### src/verilog/hcp_regs.svh
/*
 * Offsets, field positions, reset values and timing figures of the
 * hidden mode configuration registers and the AUI decoder.
 * Assumes a 125 MHz system clock and a 20 MHz oscillator figure.
 */
`ifndef HCP_REGS_SVH
`define HCP_REGS_SVH

// Register indices; byte address is four times the index
`define HCP_IDX_CFG_A 6'h0a
`define HCP_IDX_CFG_B 6'h0b

// Mode configuration register B fields
`define HCP_B_PHY_LO 0
`define HCP_B_PHY_HI 1
`define HCP_B_LINK 2
`define HCP_B_BERR 5

// Reset values
`define HCP_CFG_A_RST 8'h00
`define HCP_CFG_B_RST 8'h00
`define HCP_RBC_RST 8'h00

// Rates in MHz for the fractional divider
`define HCP_OSC_MHZ 8'h14
`define HCP_CLK_MHZ 8'h7d

// Decoder and collision timing, in 10 MHz bit times
`define HCP_RX_VALID_BITS 4'h6
`define HCP_EOF_BITS 4'h2
`define HCP_CD_ACT_BITS 4'h2

`endif

### src/verilog/hcp_pkg.sv
/*
 * Types shared by the hidden configuration block.
 * Assumes nothing beyond a SystemVerilog compiler.
 */
`default_nettype none
package hcp_pkg;
    typedef enum logic [1:0] {
        HCP_PHY_TP_STD = 2'h0,
        HCP_PHY_THICK = 2'h1,
        HCP_PHY_THIN = 2'h2,
        HCP_PHY_TP_RED = 2'h3
    } hcp_phy_t;

    typedef enum logic [2:0] {
        HCP_DEC_IDLE = 3'h1,
        HCP_DEC_LOCK = 3'h2,
        HCP_DEC_DATA = 3'h4
    } hcp_dec_t;
endpackage
`default_nettype wire

### src/verilog/hcp_top.sv
/*
 * Hidden mode configuration registers A and B behind page-0 indices
 * 0x0a and 0x0b, the physical interface selection register B steers, the
 * 10 MHz bit clock enable, the AUI end-of-frame and lock timing and
 * the collision translator.
 * Assumes a classic Wishbone master, pins that are asynchronous to
 * clk_i, and tx_active_i and bus_err_event_i from logic on clk_i.
 */
`timescale 1ns/1ps
`default_nettype none
`include "hcp_regs.svh"

module hcp_top (
    input wire logic clk_i,
    input wire logic rst_i,
    input wire logic wb_cyc_i,
    input wire logic wb_stb_i,
    input wire logic wb_we_i,
    input wire logic [7:0] wb_adr_i,
    input wire logic [3:0] wb_sel_i,
    input wire logic [31:0] wb_dat_i,
    output logic [31:0] wb_dat_o,
    output logic wb_ack_o,
    input wire logic aui_rx_i,
    input wire logic aui_collision_pair_i,
    input wire logic tp_link_pass_i,
    input wire logic tx_active_i,
    input wire logic bus_err_event_i,
    output logic [7:0] mode_config_a_o,
    output hcp_pkg::hcp_phy_t phy_interface_select_o,
    output logic tp_select_o,
    output logic thin_enable_o,
    output logic squelch_reduced_o,
    output logic link_pulse_en_o,
    output logic link_good_led_o,
    output logic [7:0] rbc0_o,
    output logic [7:0] rbc1_o,
    output logic tx_clk_en_o,
    output logic rx_data_valid_o,
    output logic rx_frame_end_o,
    output logic backoff_o,
    output logic collision_led_o
);
    import hcp_pkg::*;

    function automatic logic is_aui(input hcp_phy_t p);
        is_aui = (p == HCP_PHY_THICK) || (p == HCP_PHY_THIN);
    endfunction

    function automatic logic [3:0] sat_inc(input logic [3:0] v);
        sat_inc = (v == 4'hf) ? v : v + 4'h1;
    endfunction

    ////////////////////////////////////////////////////////////////////
    // Bit clock enable

    logic [7:0] acc_r, acc_nxt;
    logic half_r, half_nxt;
    logic tick_r, tick_nxt;
    logic [7:0] acc_sum;

    // Fractional divider: 125 MHz has no integer ratio to 20 MHz
    always_comb begin
        acc_sum = acc_r + `HCP_OSC_MHZ;
        acc_nxt = acc_sum;
        half_nxt = half_r;
        tick_nxt = 1'b0;
        if (acc_sum >= `HCP_CLK_MHZ) begin
            acc_nxt = acc_sum - `HCP_CLK_MHZ;
            half_nxt = ~half_r;
            tick_nxt = half_r;
        end
    end

    always_ff @(posedge clk_i) begin
        if (rst_i) begin
            acc_r <= 8'h00;
            half_r <= 1'b0;
            tick_r <= 1'b0;
        end else begin
            acc_r <= acc_nxt;
            half_r <= half_nxt;
            tick_r <= tick_nxt;
        end
    end

    ////////////////////////////////////////////////////////////////////
    // Pin synchronisers

    logic [2:0] rx_s_r, cd_s_r, lk_s_r;
    logic [2:0] rx_s_nxt, cd_s_nxt, lk_s_nxt;
    logic rx_f_r, cd_f_r, lk_f_r, rx_d_r, cd_d_r;
    logic rx_f_nxt, cd_f_nxt, lk_f_nxt;

    // A change counts only once stages two and three agree
    always_comb begin
        rx_s_nxt = {rx_s_r[1:0], aui_rx_i};
        cd_s_nxt = {cd_s_r[1:0], aui_collision_pair_i};
        lk_s_nxt = {lk_s_r[1:0], tp_link_pass_i};
        rx_f_nxt = (rx_s_r[1] == rx_s_r[2]) ? rx_s_r[2] : rx_f_r;
        cd_f_nxt = (cd_s_r[1] == cd_s_r[2]) ? cd_s_r[2] : cd_f_r;
        lk_f_nxt = (lk_s_r[1] == lk_s_r[2]) ? lk_s_r[2] : lk_f_r;
    end

    always_ff @(posedge clk_i) begin
        if (rst_i) begin
            rx_s_r <= 3'h0;
            cd_s_r <= 3'h0;
            lk_s_r <= 3'h0;
            rx_f_r <= 1'b0;
            cd_f_r <= 1'b0;
            lk_f_r <= 1'b0;
            rx_d_r <= 1'b0;
            cd_d_r <= 1'b0;
        end else begin
            rx_s_r <= rx_s_nxt;
            cd_s_r <= cd_s_nxt;
            lk_s_r <= lk_s_nxt;
            rx_f_r <= rx_f_nxt;
            cd_f_r <= cd_f_nxt;
            lk_f_r <= lk_f_nxt;
            rx_d_r <= rx_f_r;
            cd_d_r <= cd_f_r;
        end
    end

    ////////////////////////////////////////////////////////////////////
    // Register bus and hidden registers

    logic [7:0] cfg_a_r, cfg_a_nxt, cfg_b_r, cfg_b_nxt;
    logic [7:0] rbc0_r, rbc0_nxt, rbc1_r, rbc1_nxt;
    logic arm_a_r, arm_a_nxt, arm_b_r, arm_b_nxt;
    logic ack_r, ack_nxt;
    logic [31:0] dat_r, dat_nxt;
    logic link_r, link_nxt;
    logic take, hit_a, hit_b, wr0;
    logic [7:0] b_view;

    always_comb begin
        take = wb_cyc_i && wb_stb_i && !ack_r;
        hit_a = (wb_adr_i[7:2] == `HCP_IDX_CFG_A);
        hit_b = (wb_adr_i[7:2] == `HCP_IDX_CFG_B);
        wr0 = take && wb_we_i && wb_sel_i[0];
        b_view = cfg_b_r;
        b_view[`HCP_B_LINK] = link_r;
        cfg_a_nxt = cfg_a_r;
        cfg_b_nxt = cfg_b_r;
        rbc0_nxt = rbc0_r;
        rbc1_nxt = rbc1_r;
        arm_a_nxt = arm_a_r;
        arm_b_nxt = arm_b_r;
        ack_nxt = take;
        dat_nxt = 32'h0000_0000;
        if (take) begin
            // Any access disarms; only a read of the same index rearms
            arm_a_nxt = hit_a && !wb_we_i;
            arm_b_nxt = hit_b && !wb_we_i;
            if (!wb_we_i && hit_a) begin
                dat_nxt[7:0] = cfg_a_r;
            end
            if (!wb_we_i && hit_b) begin
                dat_nxt[7:0] = b_view;
            end
        end
        if (wr0 && hit_a) begin
            if (arm_a_r) begin
                cfg_a_nxt = wb_dat_i[7:0];
            end else begin
                rbc0_nxt = wb_dat_i[7:0];
            end
        end
        if (wr0 && hit_b) begin
            if (arm_b_r) begin
                cfg_b_nxt = wb_dat_i[7:0];
                // Bus error is write-one-to-clear; writing back a read clears it
                cfg_b_nxt[`HCP_B_BERR] = cfg_b_r[`HCP_B_BERR] && !wb_dat_i[`HCP_B_BERR];
            end else begin
                rbc1_nxt = wb_dat_i[7:0];
            end
        end
        // A new error beats a clear in the same cycle
        if (bus_err_event_i) begin
            cfg_b_nxt[`HCP_B_BERR] = 1'b1;
        end
    end

    always_ff @(posedge clk_i) begin
        if (rst_i) begin
            cfg_a_r <= `HCP_CFG_A_RST;
            cfg_b_r <= `HCP_CFG_B_RST;
            rbc0_r <= `HCP_RBC_RST;
            rbc1_r <= `HCP_RBC_RST;
            arm_a_r <= 1'b0;
            arm_b_r <= 1'b0;
            ack_r <= 1'b0;
            dat_r <= 32'h0000_0000;
        end else begin
            cfg_a_r <= cfg_a_nxt;
            cfg_b_r <= cfg_b_nxt;
            rbc0_r <= rbc0_nxt;
            rbc1_r <= rbc1_nxt;
            arm_a_r <= arm_a_nxt;
            arm_b_r <= arm_b_nxt;
            ack_r <= ack_nxt;
            dat_r <= dat_nxt;
        end
    end

    ////////////////////////////////////////////////////////////////////
    // Interface selection and link status

    hcp_phy_t phy;
    logic aui;
    logic link_dis;
    hcp_phy_t phy_r;
    logic tp_r, thin_r, sq_r, lpe_r;
    logic tp_nxt, thin_nxt, sq_nxt, lpe_nxt;

    always_comb begin
        phy = hcp_phy_t'(cfg_b_r[`HCP_B_PHY_HI:`HCP_B_PHY_LO]);
        aui = is_aui(phy);
        link_dis = cfg_b_r[`HCP_B_LINK];
        tp_nxt = !aui;
        thin_nxt = (phy == HCP_PHY_THIN);
        sq_nxt = (phy == HCP_PHY_TP_RED);
        lpe_nxt = !aui && !link_dis;
        if (aui) begin
            link_nxt = 1'b0;
        end else if (link_dis) begin
            link_nxt = 1'b1;
        end else begin
            link_nxt = lk_f_r;
        end
    end

    always_ff @(posedge clk_i) begin
        if (rst_i) begin
            phy_r <= HCP_PHY_TP_STD;
            tp_r <= 1'b1;
            thin_r <= 1'b0;
            sq_r <= 1'b0;
            lpe_r <= 1'b1;
            link_r <= 1'b0;
        end else begin
            phy_r <= phy;
            tp_r <= tp_nxt;
            thin_r <= thin_nxt;
            sq_r <= sq_nxt;
            lpe_r <= lpe_nxt;
            link_r <= link_nxt;
        end
    end

    ////////////////////////////////////////////////////////////////////
    // AUI decoder timing

    hcp_dec_t dec_r, dec_nxt;
    logic [3:0] sil_r, sil_nxt, bits_r, bits_nxt;
    logic eof_r, eof_nxt, val_r, val_nxt;
    logic rx_edge;

    // Bit-time resolution only; jitter inside a bit is not judged here
    always_comb begin
        rx_edge = rx_f_r ^ rx_d_r;
        dec_nxt = dec_r;
        sil_nxt = sil_r;
        bits_nxt = bits_r;
        eof_nxt = 1'b0;
        if (rx_edge) begin
            sil_nxt = 4'h0;
        end else if (tick_r) begin
            sil_nxt = sat_inc(sil_r);
        end
        unique case (dec_r)
            HCP_DEC_IDLE: begin
                bits_nxt = 4'h0;
                if (rx_edge && aui) begin
                    dec_nxt = HCP_DEC_LOCK;
                end
            end
            HCP_DEC_LOCK: begin
                if (tick_r) begin
                    bits_nxt = sat_inc(bits_r);
                end
                if (sil_r >= `HCP_EOF_BITS || !aui) begin
                    dec_nxt = HCP_DEC_IDLE;
                end else if (tick_r && bits_r == `HCP_RX_VALID_BITS - 4'h1) begin
                    dec_nxt = HCP_DEC_DATA;
                end
            end
            HCP_DEC_DATA: begin
                if (sil_r >= `HCP_EOF_BITS || !aui) begin
                    dec_nxt = HCP_DEC_IDLE;
                    eof_nxt = 1'b1;
                end
            end
        endcase
        val_nxt = (dec_nxt == HCP_DEC_DATA);
    end

    always_ff @(posedge clk_i) begin
        if (rst_i) begin
            dec_r <= HCP_DEC_IDLE;
            sil_r <= 4'hf;
            bits_r <= 4'h0;
            eof_r <= 1'b0;
            val_r <= 1'b0;
        end else begin
            dec_r <= dec_nxt;
            sil_r <= sil_nxt;
            bits_r <= bits_nxt;
            eof_r <= eof_nxt;
            val_r <= val_nxt;
        end
    end

    ////////////////////////////////////////////////////////////////////
    // Collision translator

    logic [3:0] cds_r, cds_nxt;
    logic col_r, col_nxt, boff_r, boff_nxt;
    logic cd_act;

    // Heartbeat comes after transmit ends on a quiet net, so gating by
    // activity keeps it, and a missing cable, off the LED
    always_comb begin
        cds_nxt = cds_r;
        if (cd_f_r ^ cd_d_r) begin
            cds_nxt = 4'h0;
        end else if (tick_r) begin
            cds_nxt = sat_inc(cds_r);
        end
        cd_act = (cds_r < `HCP_CD_ACT_BITS);
        col_nxt = aui && cd_act && (tx_active_i || dec_r != HCP_DEC_IDLE);
        boff_nxt = aui && cd_act && tx_active_i && !col_r;
    end

    always_ff @(posedge clk_i) begin
        if (rst_i) begin
            cds_r <= 4'hf;
            col_r <= 1'b0;
            boff_r <= 1'b0;
        end else begin
            cds_r <= cds_nxt;
            col_r <= col_nxt;
            boff_r <= boff_nxt;
        end
    end

    ////////////////////////////////////////////////////////////////////
    // Outputs

    always_comb begin
        wb_dat_o = dat_r;
        wb_ack_o = ack_r;
        mode_config_a_o = cfg_a_r;
        phy_interface_select_o = phy_r;
        tp_select_o = tp_r;
        thin_enable_o = thin_r;
        squelch_reduced_o = sq_r;
        link_pulse_en_o = lpe_r;
        link_good_led_o = link_r;
        rbc0_o = rbc0_r;
        rbc1_o = rbc1_r;
        tx_clk_en_o = tick_r;
        rx_data_valid_o = val_r;
        rx_frame_end_o = eof_r;
        backoff_o = boff_r;
        collision_led_o = col_r;
    end
endmodule
`default_nettype wire

### config.mk
export PLATFORM = sky130hd
export DESIGN_NAME = hcp_top
export DESIGN_NICKNAME = d
export VERILOG_FILES = /design/src/verilog/hcp_pkg.sv /design/src/verilog/hcp_top.sv
export VERILOG_INCLUDE_DIRS = /design/src /design/src/verilog
export SDC_FILE = /design/constraint.sdc
export NUM_CORES = 1
export LEC_CHECK = 0
export BUFFER_PORTS_ARGS = -buffer_cell sky130_fd_sc_hd__buf_4
export CAP_MARGIN = 5
export CORE_UTILIZATION = 45
export CTS_CLUSTER_DIAMETER = 200
export DETAILED_ROUTE_END_ITERATION = 10
export GPL_ROUTABILITY_DRIVEN = 0
export GPL_TIMING_DRIVEN = 0
export PLACE_DENSITY_LB_ADDON = 0.2
export SLEW_MARGIN = 5
export SYNTH_ARGS = -nofsm -noshare
export SYNTH_HDL_FRONTEND = slang
export SYNTH_SLANG_ARGS = --single-unit
### constraint.sdc
create_clock -name clk_i -period 1.9 [get_ports clk_i]
set_input_delay 0.285 -clock clk_i [delete_from_list [all_inputs] [get_ports clk_i]]
set_output_delay 0.285 -clock clk_i [all_outputs]
set_load 0.005 [all_outputs]
==> run_results.csv, run 1 <==
group,metric,value,unit
finish,regArea,1870,um^2
finish,fin_nets,598,
floorplanning,fp.dieW,97.0,um
pwr,p_total,3.65,mW
synthesis,synthCells,422,
sta,maxSlewHeadroom,0.382,
floorplanning,num_rows,34,
clock_tree,clk_pin_slew,0.10,ns
clock_tree,htreeDepth,3,
sta,rsz0062_at_grt,"true",
pwr,combPwrFrac,0.099,
finish,most-common-layout-cells,"buf_4 (103), dfxtp_1 (91), nor2_1 (52), mux2i_1 (28)",
worst_setup_path,critPathMaxFanout,9,
worst_setup_path,startpoint_type,"flop",
finish,fillers,775,
min_path,holdPathStages,2,
worst_setup_path,r2r_start,"acc_r[3]$_SDFF_PP0_",
sta,report.final.slew_viol_count,0,
drt,drt_iter0_markers,71,
worst_setup_path,rr_worst_depth,7,
global_route,grt_pass1_vias,2927,
pwr,powerDensity,717,nW/um^2
finish,final_common_cell,"buf_4",
sta,min_period,1.88,ns
finish,syn2layout_area_growth,25.2,%
floorplanning,die_h,97.0,um
floorplanning,io_pins,123,
place,portBuffers,69,
synthesis,synth_ff_type,"dfxtp_1",
min_path,worstHoldPathType,"input port to flop",
run,maxCapViolations,0,
floorplanning,die_area,9420,um^2
clock_tree,numCtsBuffers,9,
pwr,p_sw,0.983,mW
finish,multi_input_area,1980,um^2
worst_setup_path,cp.arrival,2.14,ns
run_status,status,"finished, final reports clean",
place,place_area,4800,um^2
synthesis,yosys_warnings,0,
clock_tree,clock_sinks,93,
synthesis,ys_seq_area_frac,0.458,
clock_tree,clk_latency,0.37,ns
worst_setup_path,critical_path_class,"flop to flop",
pwr,leakage,2.26,nW
drt,wire_per_inst,13.3,um
pwr,sw_frac_of_total,0.269,
sta,worstMarginPinSlew,0.924,ns
worst_setup_path,end_kind,"flop",
sta,final_hold_viol_count,0,
min_path,holdCritStartpoint,"aui_collision_pair_i",
drt,drt_pass1_iterations,4,
drt,route.vias.total,3202,
pwr,internal_power,2.67,mW
place,placedCellCount,622,
finish,diodes,0,
global_route,grt_pass1_wl,13800,um
sta,finalSetupViolations,0,
synthesis,synth.avg_cell_area,9.63,um^2
drt,postRouteAntennaNets,0,
synthesis,synth_edf_count,0,
worst_setup_path,r2r_slack,0.02,ns
global_route,grtUsageTotal,0.181,
synthesis,synth_seq_cells,93,
worst_setup_path,r2r_end,"acc_r[4]$_SDFF_PP0_",
worst_setup_path,cp.required,2.16,ns
pwr,clockPowerShare,0.352,
sta,fin_skew,0.0117,ns
global_route,grt_max_degree,19,
drt,viasPerCell,4.96,
drt,drc,0,
clock_tree,tritoncts,"done",
place,dp_hpwl,6270,um
finish,drive_above_1_share,0.286,
min_path,hold_end,"cd_s_r[0]$_SDFF_PP0_",
synthesis,yosys-top-cells-area,"dfxtp_1 (46%), mux2i_1 (6.9%), buf_4 (5.0%)",
drt,drt_wl_total,8580,um
clock_tree,clk_path_buf_depth,2,
global_route,antenna_found_initial,0,
pwr,sequentialPowerShare,0.549,
synthesis,synth_top_cell_by_area,"dfxtp_1",
synthesis,synth_top_area_frac,0.458,
finish,finalNonFillerCells,646,
synthesis,yosysUniqueCellTypes,60,
floorplanning,core_area,8720,um^2
sta,period_share,0.988,
finish,design_area,5090,um^2
synthesis,synth.cell_area,4070,um^2
synthesis,synthArstFlopShare,0,
sta,fmaxAchievable,533,MHz
clock_tree,root_buffer,"clkbuf_8",
global_route,grt.overflow.total,0,
floorplanning,start_util,0.466,
pwr,ir_drop,0.000468,V
[power by group through the flow]
stage | Sequential, mW | Clock, mW | Combinational, mW
after floorplan | 2.04 | 0 | 0.238
after global placement | 2.05 | 0 | 0.328
after detailed placement | 2.05 | 0 | 0.334
after CTS | 2.00 | 1.32 | 0.345
after global routing | 2.01 | 1.41 | 0.396
final | 2.00 | 1.29 | 0.363
[layer usage]
metal / GRT usage / share of wire / wire length (um)
met5: 0 / 0 / 0
met4: 0.0654 / 0.015 / 131
met3: 0.0390 / 0.044 / 374
met2: 0.304 / 0.48 / 4140
met1: 0.230 / 0.46 / 3930
[flip-flops by register name, indices dropped and copies added (netlist names), 2 cells and up]
name	count
acc_r	8
bits_r	4
cd_s_r	3
cds_r	4
cfg_b_r	8
dec_r	3
lk_s_r	3
mode_config_a_o	8
phy_interface_select_o	2
rbc0_o	8
rbc1_o	8
rx_s_r	3
sil_r	4
wb_dat_o	8
[worst max-delay path by stage]
stage	endpoint	cells after the start	slack [ns]	start
after floorplan	acc_r[1]$_SDFFE_PP0P_	7	0.08	acc_r[2]$_SDFF_PP0_
after global placement	acc_r[5]$_SDFF_PP0_	7	-0.14	acc_r[2]$_SDFF_PP0_
after detailed placement	acc_r[1]$_SDFFE_PP0P_	7	-0.18	acc_r[2]$_SDFF_PP0_
after CTS	acc_r[5]$_SDFF_PP0_	7	0.009	acc_r[0]$_SDFFE_PP0P_
after global routing	acc_r[5]$_SDFF_PP0_	8	-0.06	acc_r[3]$_SDFF_PP0_
final	acc_r[4]$_SDFF_PP0_	7	0.02	acc_r[3]$_SDFF_PP0_
[timing repair]
item                       4_1_cts  5_1_grt
gates cloned                     0        0
gates resized for setup          4        7
pin swaps                        2        2
setup buffers                    4        4
setup endpoints to repair        7       13
hold buffers                     0        0
[synth_stat cells (3+ instances only)]
cell	n
a21o_1	4
buf_4	27
a22oi_1	8
inv_1	15
mux2i_1	28
clkbuf_1	7
xor2_1	8
nor3_1	10
a21oi_1	18
o21bai_1	6
buf_6	3
nand3b_1	5
xnor2_1	10
dfxtp_1	93
buf_2	3
nand2_1	24
nor2_1	53
o21a_1	3
nor3b_1	4
nand3_1	8
nor2b_1	20
o21ai_0	10
ha_1	11
[through the flow]
stage	utilization	setup WS, ns	setup TNS, ns	hold WS [ns]
2_1_floorplan	-	0.0755	0	0.394
3_3_place_gp	0.551	-0.144	-0.577	0.407
3_5_place_dp	0.551	-0.182	-0.802	0.416
4_1_cts	0.577	0.00924	0	0.122
5_1_grt	0.584	-0.0616	-0.111	0.114
6_report	0.584	0.0235	0	0.132
[worst max-delay path, cell delays in order, from the launching register on]
cell	delay (ns)
dfxtp_4	0.38
ha_1	0.19
buf_6	0.13
and2b_2	0.19
a21oi_1	0.10
o21ai_0	0.08
a221oi_1	0.33
mux2_2	0.37
[logic make-up (layout without fill, tap and decap cells)]
logic type | count (synthesis) | count (layout) | synth area share
multiplexers | 31 | 31 | 0.0779
AND/OR/NAND/NOR | 147 | 147 | 0.198
flip-flops | 93 | 93 | 0.458
buffers and inverters | 56 | 149 | 0.0831
adder cells (fa/ha/maj) | 11 | 11 | 0.0339
XOR/XNOR | 18 | 18 | 0.0388
AO/OA/AOI/OAI | 65 | 65 | 0.110
other | 1 | 24 | 0.000922
[cell type report]
type / instances / share of cell area
plain buffers: 41 / 0.0553
clock buffers: 9 / 0.0243
clock inverters: 7 / 0.0130
inverters: 15 / 0.0111
multi-input cells: 296 / 0.388
flip-flops and latches: 93 / 0.367
well taps: 108 / 0.0265
repair buffers: 77 / 0.114
(Power assumes the default switching activity.)
==> run 2: changes to the inputs <==
clock period = 2.1 ns   (was 1.9 ns; I/O delays follow)
==> run 2 against run 1 <==
  * Sequential cell count stayed put
  * Sequential power fell by 9.5%
  * Via count down 1.5%
  * Fmax down 4.0%
  * Non-clock buffer count shrank 7
  * Clock skew is 0.0026 ns lower
  * Final cell count decreased by 1.1%
  * Worst setup slack better by 0.12 ns
  * Total power down 10%
  * Critical endpoint is now acc_r[5]$_SDFF_PP0_
  * Largest power group unchanged
  * Highest routed layer unchanged
==> run_results.csv, run 2 (same netlist as run 1, synthesis figures left out) <==
group,metric,value,unit
sta,min_period,1.95,ns
run,maxCapViolations,0,
drt,drt_wl_total,8360,um
pwr,clockPowerShare,0.355,
clock_tree,hold_buffers,0,
pwr,powerDensity,655,nW/um^2
min_path,worstHoldPathType,"input port to flop",
pwr,sequentialPowerShare,0.553,
clock_tree,clk_pin_slew,0.10,ns
floorplanning,num_rows,34,
sta,setup_tns,0,ns
sta,fin_skew,0.00903,ns
clock_tree,clk_latency,0.37,ns
min_path,holdCritStartpoint,"aui_rx_i",
floorplanning,die_h,97.0,um
pwr,internal_power,2.40,mW
finish,regArea,1860,um^2
drt,drt_iter0_markers,69,
worst_setup_path,cp-startpoint,"acc_r[3]$_SDFF_PP0_",
drt,postRouteAntennaNets,0,
clock_tree,clock_sinks,93,
drt,drt_pass1_iterations,4,
drt,wire_per_inst,13.1,um
pwr,p_sw,0.879,mW
finish,fillers,794,
finish,most-common-layout-cells,"buf_4 (97), dfxtp_1 (92), nor2_1 (53), mux2i_1 (28)",
sta,rsz0062_at_grt,"false",
pwr,ir_drop,0.000422,V
finish,syn2layout_area_growth,23.1,%
clock_tree,htreeDepth,3,
global_route,grt_pass1_vias,2910,
finish,multi_input_area,1950,um^2
floorplanning,start_util,0.466,
sta,period_share,0.931,
sta,holdWs,0.162,ns
sta,worstMarginPinSlew,0.846,ns
worst_setup_path,startpoint_type,"flop",
finish,final_common_cell,"buf_4",
floorplanning,die_area,9420,um^2
place,portBuffers,69,
sta,final_hold_viol_count,0,
worst_setup_path,critical_path_class,"flop to flop",
worst_setup_path,end_kind,"flop",
clock_tree,clk_path_buf_depth,2,
worst_setup_path,r2r_start,"acc_r[3]$_SDFF_PP0_",
pwr,p_total,3.28,mW
worst_setup_path,rr_worst_depth,8,
global_route,antenna_found_initial,0,
global_route,grt.overflow.total,0,
pwr,sw_frac_of_total,0.268,
finish,fin_nets,591,
finish,drive_above_1_share,0.266,
worst_setup_path,critPathMaxFanout,9,
drt,drc,0,
pwr,leakage,2.23,nW
floorplanning,core_area,8720,um^2
floorplanning,fp.dieW,97.0,um
global_route,grtUsageTotal,0.180,
run_status,status,"finished, final reports clean",
sta,fmaxAchievable,512,MHz
sta,fin_ws,0.145,ns
place,pre_cts_slack,0.0183,ns
finish,final_util,0.574,
drt,route.vias.total,3155,
sta,maxSlewHeadroom,0.431,
pwr,combPwrFrac,0.093,
sta,finalSetupViolations,0,
min_path,holdPathStages,2,
place,dp_hpwl,6270,um
clock_tree,numCtsBuffers,9,
global_route,grt_pass1_wl,13700,um
floorplanning,io_pins,123,
clock_tree,tritoncts,"done",
worst_setup_path,cp.arrival,2.25,ns
drt,viasPerCell,4.94,
worst_setup_path,cp.required,2.39,ns
global_route,grt_max_degree,19,
sta,report.final.slew_viol_count,0,
finish,diodes,0,
clock_tree,root_buffer,"clkbuf_8",
[run 2: cell types whose count changed in the layout (fill, tap and decap cells not counted)]
| cell | delta |
|---|---|
| a21oi_2 | -2 |
| nor2_1 | +1 |
| dfxtp_1 | +1 |
| ha_4 | -1 |
| a21oi_1 | +2 |
| ha_2 | -1 |
| buf_4 | -6 |
| dfxtp_4 | -2 |
| nor2_2 | -1 |
| ha_1 | +2 |
| dfxtp_2 | +1 |
| buf_6 | -1 |
[run 2: final cells by class]
cell class | instances | area share
repair buffers | 70 | 0.105
clock buffers | 9 | 0.0248
clock inverters | 7 | 0.0133
plain buffers | 41 | 0.0563
well taps | 108 | 0.0270
flip-flops and latches | 93 | 0.372
inverters | 15 | 0.0113
multi-input cells | 296 | 0.390
[run 2: power by group through the flow]
stage | logic, mW | clock network [mW] | registers, mW
after floorplan | 0.215 | 0 | 1.85
after global placement | 0.297 | 0 | 1.85
after detailed placement | 0.302 | 0 | 1.85
after CTS | 0.303 | 1.19 | 1.81
after global routing | 0.334 | 1.27 | 1.82
final | 0.304 | 1.16 | 1.81
[run 2: timing repair]
item	CTS	global route
gates resized for setup	0	1
endpoints found under the setup margin	0	5
setup buffers	0	1
[run 2: final timing paths]
path	endpoint	slack, ns
max	acc_r[5]$_SDFF_PP0_	0.15
min	rx_s_r[0]$_SDFF_PP0_	0.16
max reg2reg	acc_r[5]$_SDFF_PP0_	0.15
min reg2reg	backoff_o$_SDFF_PP0_	0.42
[run 2: per-stage QoR]
stage | cells | area [um^2]
after global placement | 622 | 4800
final | 639 | 5000
after floorplan | 445 | 4150
after global routing | 639 | 5000
after detailed placement | 622 | 4800
after CTS | 638 | 4990
[run 2: layer usage]
metal,vias to the layer above,wire [um],track usage
met3,13,374,0.0390
li1,1597,-,-
met2,68,4000,0.301
met1,1477,3870,0.228
met5,-,0,0
met4,0,110,0.0654
[run 2: worst max-delay path, stage by stage, from the launching register on]
cell and delay (ns):
dfxtp_1 0.42, ha_1 0.19, buf_6 0.13, a31oi_2 0.09
mux2i_2 0.22, a311oi_4 0.12, buf_4 0.19, or3_1 0.37
a21oi_1 0.16
